$ cat src/hw/drc_pkg.sv
// Notes on behaviour
// - enable bit low bypasses compression; high compresses playback samples
// - threshold code picks -3 dB down to -24 dB in 3 dB steps
// - hysteresis code 0..3 selects 0..3 dB
// - hold field zero disables the hold function entirely
// - hold counted in word clocks, 32 doubling per code up to 65536
// - codes above 1100 give 98304, 131072 and 163840 word clocks
package drc_pkg;
  localparam logic [6:0] DRC_OFS_THRESHOLD = 7'h44;
  localparam logic [6:0] DRC_OFS_HOLD      = 7'h45;
  localparam int         DRC_BIT_ENABLE    = 6;
  localparam int         DRC_THR_LSB       = 2;
  localparam int         DRC_HOLD_LSB      = 3;
  localparam logic [7:0] DRC_RST_THRESHOLD = 8'h0F;
  localparam logic [7:0] DRC_RST_HOLD      = 8'h38;
  localparam logic [7:0] DRC_MASK_THRESHOLD = 8'h5F;
  localparam logic [7:0] DRC_MASK_HOLD      = 8'h78;
  localparam logic [17:0] DRC_HOLD_BASE    = 18'h00020;
  localparam logic [17:0] DRC_HOLD_13      = 18'h18000;
  localparam logic [17:0] DRC_HOLD_14      = 18'h20000;
  localparam logic [17:0] DRC_HOLD_15      = 18'h28000;
  localparam logic [7:0] DRC_THR_TOP_DB    = 8'h03;
  localparam logic [7:0] DRC_THR_STEP_DB   = 8'h03;
  typedef enum logic [1:0] {
    DRC_IDLE     = 2'b00,
    DRC_COMPRESS = 2'b01,
    DRC_HOLDING  = 2'b11
  } drc_state_t;
endpackage : drc_pkg

$ cat src/hw/drc_compressor.sv
`timescale 1ns/100ps
// level and threshold are attenuation below full scale in whole dB (larger is quieter)
module drc_compressor
  import drc_pkg::*;
(
  input  wire logic       i_clk,
  input  wire logic       i_reset_n,
  input  wire logic       i_wr,
  input  wire logic [6:0] i_addr,
  input  wire logic [7:0] i_wdata,
  output logic      [7:0] o_rdata,
  input  wire logic       i_word_clk,
  input  wire logic [7:0] i_level_db,
  output logic            o_enable,
  output logic      [7:0] o_threshold_db,
  output logic      [1:0] o_hysteresis_db,
  output logic            o_reduce
);
  logic [7:0]  reg_thr, next_reg_thr;
  logic [7:0]  reg_hold, next_reg_hold;
  logic [7:0]  rdata, next_rdata;
  drc_state_t  state, next_state;
  logic [17:0] hold_cnt, next_hold_cnt;
  logic [17:0] hold_len;
  logic [3:0]  hold_code;
  logic [7:0]  thr_db;
  logic [8:0]  rel_db;
  logic        over, under;

  // reserved bits are masked so they always read back their reset value
  always_comb begin
    next_reg_thr  = reg_thr;
    next_reg_hold = reg_hold;
    if (i_wr && i_addr == DRC_OFS_THRESHOLD) begin
      next_reg_thr = i_wdata & DRC_MASK_THRESHOLD;
    end
    if (i_wr && i_addr == DRC_OFS_HOLD) begin
      next_reg_hold = i_wdata & DRC_MASK_HOLD;
    end
    case (i_addr)
      DRC_OFS_THRESHOLD: next_rdata = reg_thr;
      DRC_OFS_HOLD:      next_rdata = reg_hold;
      default:           next_rdata = 8'h00;
    endcase
  end

  always_ff @(posedge i_clk or negedge i_reset_n) begin
    if (!i_reset_n) begin
      reg_thr  <= DRC_RST_THRESHOLD;
      reg_hold <= DRC_RST_HOLD;
      rdata    <= 8'h00;
    end else begin
      reg_thr  <= next_reg_thr;
      reg_hold <= next_reg_hold;
      rdata    <= next_rdata;
    end
  end

  assign o_rdata  = rdata;
  assign o_enable = reg_thr[DRC_BIT_ENABLE];
  assign thr_db   = DRC_THR_TOP_DB + DRC_THR_STEP_DB * {5'h00, reg_thr[DRC_THR_LSB +: 3]};
  assign o_threshold_db  = thr_db;
  assign o_hysteresis_db = reg_thr[1:0];
  assign hold_code = reg_hold[DRC_HOLD_LSB +: 4];

  always_comb begin
    case (hold_code)
      4'hD:    hold_len = DRC_HOLD_13;
      4'hE:    hold_len = DRC_HOLD_14;
      4'hF:    hold_len = DRC_HOLD_15;
      4'h0:    hold_len = 18'h00000;
      default: hold_len = DRC_HOLD_BASE << (hold_code - 4'h1);
    endcase
  end

  // release point lies the hysteresis further below the threshold
  assign rel_db = {1'b0, thr_db} + {7'h00, reg_thr[1:0]};
  assign over   = i_level_db < thr_db;
  assign under  = {1'b0, i_level_db} > rel_db;

  always_comb begin
    next_state    = state;
    next_hold_cnt = hold_cnt;
    if (!o_enable) begin
      next_state    = DRC_IDLE;
      next_hold_cnt = 18'h00000;
    end else if (i_word_clk) begin
      case (state)
        DRC_IDLE: begin
          if (over) begin
            next_state = DRC_COMPRESS;
          end
        end
        DRC_COMPRESS: begin
          if (under) begin
            if (hold_code == 4'h0) begin
              next_state = DRC_IDLE;
            end else begin
              next_state    = DRC_HOLDING;
              next_hold_cnt = hold_len - 18'h00001;
            end
          end
        end
        DRC_HOLDING: begin
          if (!under) begin
            next_state = DRC_COMPRESS;
          end else if (hold_cnt == 18'h00000) begin
            next_state = DRC_IDLE;
          end else begin
            next_hold_cnt = hold_cnt - 18'h00001;
          end
        end
        default: next_state = DRC_IDLE;
      endcase
    end
  end

  always_ff @(posedge i_clk or negedge i_reset_n) begin
    if (!i_reset_n) begin
      state    <= DRC_IDLE;
      hold_cnt <= 18'h00000;
    end else begin
      state    <= next_state;
      hold_cnt <= next_hold_cnt;
    end
  end

  assign o_reduce = o_enable && (state != DRC_IDLE);

  a_bypass_off: assert property (@(posedge i_clk) disable iff (!i_reset_n)
    !o_enable |-> !o_reduce) else $error("reduce while disabled");
  a_thr_decode: assert property (@(posedge i_clk) disable iff (!i_reset_n)
    (reg_thr[4:2] == 3'b111) |-> (o_threshold_db == 8'd24)) else $error("bad threshold");
  a_hyst_decode: assert property (@(posedge i_clk) disable iff (!i_reset_n)
    o_hysteresis_db == reg_thr[1:0]) else $error("bad hysteresis");
  a_hold_off: assert property (@(posedge i_clk) disable iff (!i_reset_n)
    (hold_code == 4'h0) |-> (state != DRC_HOLDING)) else $error("hold while off");
  a_hold_2048: assert property (@(posedge i_clk) disable iff (!i_reset_n)
    (hold_code == 4'h7) |-> (hold_len == 18'd2048)) else $error("bad hold 0111");
  a_hold_top: assert property (@(posedge i_clk) disable iff (!i_reset_n)
    (hold_code == 4'hF) |-> (hold_len == 18'd163840)) else $error("bad hold 1111");
  a_resv_zero: assert property (@(posedge i_clk) disable iff (!i_reset_n)
    (reg_thr[7] == 1'b0) && (reg_thr[5] == 1'b0) && (reg_hold[2:0] == 3'b000))
    else $error("reserved bit set");
  a_attack_start: assert property (@(posedge i_clk) disable iff (!i_reset_n)
    (o_enable && i_word_clk && over && state == DRC_IDLE && !i_wr) |=> o_reduce)
    else $error("no attack");

  // every threshold code checked, so a wrong step size cannot hide between the ends
  a_thr_code0: assert property (@(posedge i_clk) disable iff (!i_reset_n)
    (reg_thr[4:2] == 3'b000) |-> (o_threshold_db == 8'h03)) else $error("bad threshold 0");
  a_thr_code1: assert property (@(posedge i_clk) disable iff (!i_reset_n)
    (reg_thr[4:2] == 3'b001) |-> (o_threshold_db == 8'h06)) else $error("bad threshold 1");
  a_thr_code2: assert property (@(posedge i_clk) disable iff (!i_reset_n)
    (reg_thr[4:2] == 3'b010) |-> (o_threshold_db == 8'h09)) else $error("bad threshold 2");
  a_thr_code3: assert property (@(posedge i_clk) disable iff (!i_reset_n)
    (reg_thr[4:2] == 3'b011) |-> (o_threshold_db == 8'h0C)) else $error("bad threshold 3");
  a_thr_code4: assert property (@(posedge i_clk) disable iff (!i_reset_n)
    (reg_thr[4:2] == 3'b100) |-> (o_threshold_db == 8'h0F)) else $error("bad threshold 4");
  a_thr_code5: assert property (@(posedge i_clk) disable iff (!i_reset_n)
    (reg_thr[4:2] == 3'b101) |-> (o_threshold_db == 8'h12)) else $error("bad threshold 5");
  a_thr_code6: assert property (@(posedge i_clk) disable iff (!i_reset_n)
    (reg_thr[4:2] == 3'b110) |-> (o_threshold_db == 8'h15)) else $error("bad threshold 6");

  // hold lengths written out per code; the shifter and the table must agree
  a_hold_code1: assert property (@(posedge i_clk) disable iff (!i_reset_n)
    (hold_code == 4'h1) |-> (hold_len == 18'h00020)) else $error("bad hold 1");
  a_hold_code2: assert property (@(posedge i_clk) disable iff (!i_reset_n)
    (hold_code == 4'h2) |-> (hold_len == 18'h00040)) else $error("bad hold 2");
  a_hold_code3: assert property (@(posedge i_clk) disable iff (!i_reset_n)
    (hold_code == 4'h3) |-> (hold_len == 18'h00080)) else $error("bad hold 3");
  a_hold_code4: assert property (@(posedge i_clk) disable iff (!i_reset_n)
    (hold_code == 4'h4) |-> (hold_len == 18'h00100)) else $error("bad hold 4");
  a_hold_code5: assert property (@(posedge i_clk) disable iff (!i_reset_n)
    (hold_code == 4'h5) |-> (hold_len == 18'h00200)) else $error("bad hold 5");
  a_hold_code6: assert property (@(posedge i_clk) disable iff (!i_reset_n)
    (hold_code == 4'h6) |-> (hold_len == 18'h00400)) else $error("bad hold 6");
  a_hold_code8: assert property (@(posedge i_clk) disable iff (!i_reset_n)
    (hold_code == 4'h8) |-> (hold_len == 18'h01000)) else $error("bad hold 8");
  a_hold_code9: assert property (@(posedge i_clk) disable iff (!i_reset_n)
    (hold_code == 4'h9) |-> (hold_len == 18'h02000)) else $error("bad hold 9");
  a_hold_code10: assert property (@(posedge i_clk) disable iff (!i_reset_n)
    (hold_code == 4'hA) |-> (hold_len == 18'h04000)) else $error("bad hold 10");
  a_hold_code11: assert property (@(posedge i_clk) disable iff (!i_reset_n)
    (hold_code == 4'hB) |-> (hold_len == 18'h08000)) else $error("bad hold 11");
  a_hold_code12: assert property (@(posedge i_clk) disable iff (!i_reset_n)
    (hold_code == 4'hC) |-> (hold_len == 18'h10000)) else $error("bad hold 12");
  a_hold_code13: assert property (@(posedge i_clk) disable iff (!i_reset_n)
    (hold_code == 4'hD) |-> (hold_len == 18'h18000)) else $error("bad hold 13");
  a_hold_code14: assert property (@(posedge i_clk) disable iff (!i_reset_n)
    (hold_code == 4'hE) |-> (hold_len == 18'h20000)) else $error("bad hold 14");

  // state only moves on a word clock while enabled and clears to idle when disabled; register writes are left out because
  // they may move the threshold under the level in the same cycle
  a_disable_clear: assert property (@(posedge i_clk) disable iff (!i_reset_n)
    !o_enable |=> (state == DRC_IDLE)) else $error("state kept while disabled");
  a_release_hold: assert property (@(posedge i_clk) disable iff (!i_reset_n)
    (o_enable && i_word_clk && under && state == DRC_COMPRESS && hold_code != 4'h0 && !i_wr)
    |=> (state == DRC_HOLDING)) else $error("no hold entry");
  a_hold_count: assert property (@(posedge i_clk) disable iff (!i_reset_n)
    (o_enable && i_word_clk && under && state == DRC_HOLDING && hold_cnt != 18'h00000 && !i_wr)
    |=> (hold_cnt == $past(hold_cnt) - 18'h00001)) else $error("hold not counting");
  a_hold_expire: assert property (@(posedge i_clk) disable iff (!i_reset_n)
    (o_enable && i_word_clk && under && state == DRC_HOLDING && hold_cnt == 18'h00000 && !i_wr)
    |=> (state == DRC_IDLE)) else $error("hold not expiring");
  a_word_only: assert property (@(posedge i_clk) disable iff (!i_reset_n)
    (o_enable && !i_word_clk && !i_wr) |=> $stable(state))
    else $error("state moved without word clock");

  // registers hold without a write; unmapped reads return zero
  a_reg_stable: assert property (@(posedge i_clk) disable iff (!i_reset_n)
    !i_wr |=> ($stable(reg_thr) && $stable(reg_hold))) else $error("register drifted");
  a_rdata_unmapped: assert property (@(posedge i_clk) disable iff (!i_reset_n)
    (i_addr != DRC_OFS_THRESHOLD && i_addr != DRC_OFS_HOLD) |=> (o_rdata == 8'h00))
    else $error("unmapped read not zero");
endmodule : drc_compressor

$ cat config.mk
export PLATFORM = sky130hd
export DESIGN_NAME = drc_compressor
export DESIGN_NICKNAME = d
export VERILOG_FILES = /design/src/hw/drc_pkg.sv /design/src/hw/drc_compressor.sv
export SDC_FILE = /design/constraint.sdc
export NUM_CORES = 1
export LEC_CHECK = 0
export BUFFER_PORTS_ARGS = -buffer_cell sky130_fd_sc_hd__clkbuf_2
export CAP_MARGIN = 20
export CORE_MARGIN = 1
export CORE_UTILIZATION = 50
export CTS_CLUSTER_DIAMETER = 200
export DETAILED_ROUTE_END_ITERATION = 8
export PLACE_DENSITY_LB_ADDON = 0.3
export SYNTH_ARGS = -nofsm -noshare
export SYNTH_HDL_FRONTEND = slang
export SYNTH_SLANG_ARGS = --single-unit
$ cat constraint.sdc
create_clock -name i_clk -period 7.52 [get_ports i_clk]
set_input_delay 0.752 -clock i_clk [delete_from_list [all_inputs] [get_ports i_clk]]
set_output_delay 0.752 -clock i_clk [all_outputs]
set_load 0.005 [all_outputs]
==> summary.txt <==
outcome - finished, final reports clean
die area - 6391 µm²
final WL - 7.553 mm
ys async rst share - 1.000
vias in the first global route - 2691
GR Util met1 - 0.3490
GR Util met3 - 0.04571
setup TNS - 0 ns
largest cells by area after synthesis - dfrtp_1 (25%), ha_1 (8.2%), dfstp_2 (6.1%)
RSZ-0062 raised after global routing - no
Sw Share - 0.3096
layout cells sized above 1 - 0.1904
antenna-violating nets left - 0
Main synth FF type - dfrtp_1
largest family of logic cells by synthesized area - simple AND/OR/NAND/NOR gates
total global routing track utilization - 0.2618
met2 usage - 0.4214
arrival time worst endpoint - 4.57 ns
die width - 79.95 µm
Sink Count - 37
pre-CTS worst setup slack - 3.190 ns
Post-CTS Setup Bufs - 0
number of vias in the routed layout - 2827
multiplexer share of the synthesized area - 0.06054
max-cap viol count - 0
Final Cycle Share - 0.5802
clock buffer count from CTS - 5
top cells by count, synth - nand2_1 (37), dfrtp_1 (30), nor2_1 (29)
grt peak-use layer - met2
nature of the critical path endpoint - flop
Cell variety after synth - 68
P per Cell Area - 160.0 nW/µm²
final core occ - 0.5670
Critical Path Max Stage Delay - 0.61 ns
CTS max path bufs - 2
Die H - 79.95 µm
CP Launch Type - flop
synthesized area per cell - 8.278 µm²
Clk network pwr share - 0.320
post-cts resize count - 0
root buffer cell - clkbuf_8
CP max FO - 15
largest net degree at the start of global routing - 38
ant diodes - 0
wire per inst - 16.10 µm
CTS Hold Buffers Added - 0
DRC Markers - 0
total power - 533.9 µW
maximum vdd drop - 0.1087 mV
worst hold path class - flop to flop
initial core utilization - 0.5162
Via-to-Cell Ratio - 6.028
Post-synth EDFFs - 0
Post-Synthesis Cells - 367
yosys warns - 0
PnR worst setup slack - 3.157 ns
Clock Latency Late Sink - 0.29 ns
Flop pwr share - 0.416
Logic pwr share - 0.263
initial drt markers - 279
CP delay by family, top - simple AND/OR/NAND/NOR gates
Pleak - 1.475 nW
Final Skew - 0.005137 ns
Final GP Congestion - 0.8796
CTS tree - done
crit-path most repeated cell - ha_1
Final Setup Violations - 0
Int Pwr - 368.6 µW
Yosys top cell by area - dfrtp_1
cell breakdown of the critical path - inv_1 -> ha_1 -> xnor2_1 -> ha_1 -> a21oi_1 -> nor2_1 -> xnor2_1 -> ha_1 -> nand4_1 -> a21oi_1 -> o211ai_1 -> or2_1 -> or4_1 -> a31oi_1
max_slew headroom - 0.3114
area fraction of the dominant cell type after synthesis - 0.2471
H-tree levels - 2
CORE AREA - 5886 µm²
sequential element share of the synthesized area - 0.3077
antenna violations before repair - 0
Achievable Freq - 229.2 MHz
first-pass GRT wire length - 12.96 mm
Crit-path slowest cell - dfstp_2
Post-Synth Adder-Cell Area - 0.09226
Max Slew Vio Count - 0
Yosys reg bits - 37
1st-pass router iterations - 5
# port buffers - 41
GR Overflow Total - 0
Worst-path clk slew - 0.08 ns
P_sw - 165.3 µW
most frequent cell after synthesis - nand2_1
fillers - 567
Area growth syn-to-layout - 9.843%
DP HPWL - 5.402 mm
Worst Tran Pin Value - 1.033 ns
final hold viol count - 0
Post-Synth Simple-Gate Area - 0.2290
worst path required time - 7.72 ns
Worst Path Buf+Inv - 1
Synth Area in Compound Gates - 0.2179
nets@finish - 441
post-route minimum period - 4.363 ns
FP Rows - 28
XOR/XNOR Fraction of Synth Area - 0.02883
critical path type - flop to flop
area of the mapped netlist - 3038 µm²
I/O pin cnt - 47
## per-stage QoR
step / area (µm²) / std cells / hold WS [ns]
finish: 3337 / 469 / 0.5558
global route: 3337 / 469 / 0.5736
CTS: 3337 / 469 / 0.5605
global placement: 3229 / 461 / 0.5373
detailed placement: 3229 / 461 / 0.5566
floorplan: 3049 / 370 / 0.4564
## layer usage
| metal | part of all wire | wire length, µm |
|---|---|---|
| met3 | 0.060 | 450 |
| met1 | 0.46 | 3462 |
| met4 | 0.014 | 105 |
| met5 | 0 | 0 |
| met2 | 0.47 | 3534 |
## power by group through the flow
stage,clock network (mW),logic [mW],registers [mW]
2_1_floorplan,0,0.112,0.215
3_3_place_gp,0,0.136,0.225
3_5_place_dp,0,0.140,0.226
4_1_cts,0.176,0.141,0.222
5_1_grt,0.184,0.159,0.224
6_report,0.171,0.141,0.222
## path summary, 6_finish.rpt
kind / end / startpoint / slack [ns] / cells after the start
min in group asynchronous: hold_cnt[0] / i_reset_n / 0.59 / 1
min: o_rdata[0] / reg_thr[0] / 0.56 / 1
max: hold_cnt[13] / reg_thr[2] / 3.16 / 14
max in group asynchronous: hold_cnt[15] / i_reset_n / 6.35 / 1
min reg2reg: o_rdata[0] / reg_thr[0] / 0.56 / 1
max reg2reg: hold_cnt[13] / reg_thr[2] / 3.16 / 14
## flip-flops by register name, summed over array words and instances (netlist names)
name	flops
hold_cnt	18
o_rdata	7
reg_hold	4
reg_thr	6
state	2
## logic make-up (layout without fill, tap and decap cells)
logic type | after synthesis | in the layout
adders and majority gates | 22 | 22
other | 1 | 4
DFF | 37 | 37
xor gates and xnor gates | 10 | 10
muxes | 17 | 17
AOI/OAI and AO/OA | 101 | 101
and+or+nand+nor | 136 | 136
buffers and inverters | 43 | 67
## worst register-to-register path: cells and delay by family (launching register included)
kind                       cells  cell delay [ns]
xor gates and xnor gates       2             0.48
DFF                            1             0.61
and+or+nand+nor                4             1.29
AOI/OAI and AO/OA              4             0.82
buffers and inverters          1             0.12
adders and majority gates      3             0.94
## layout by cell type (no fill, tap or decap), types with 5 or more instances in the layout
cell / count
a21oi_1: 21
mux2_2: 10
a31oi_1: 6
nand3_1: 11
nand2_1: 37
nor2_1: 29
dfstp_2: 7
o31a_1: 5
clkbuf_2: 41
xnor2_1: 8
ha_1: 20
o21ai_0: 25
inv_1: 16
clkbuf_8: 5
o21a_1: 7
nor3_1: 12
dfrtp_1: 30
mux2i_1: 6
nor4_1: 12
o31ai_1: 5
## final cells by class
class	instances	area, µm²	share of cell area
Multi-Input combinational cell	290	1924	0.5767
Sequential cell	37	934.6	0.2801
Timing Repair Buffer	42	212.7	0.06374
Tap cell	75	93.84	0.02812
Clock buffer	6	72.57	0.02175
Inverter	17	63.81	0.01912
Clock inverter	2	35.03	0.01050
Power figures use the tool's default switching activity.
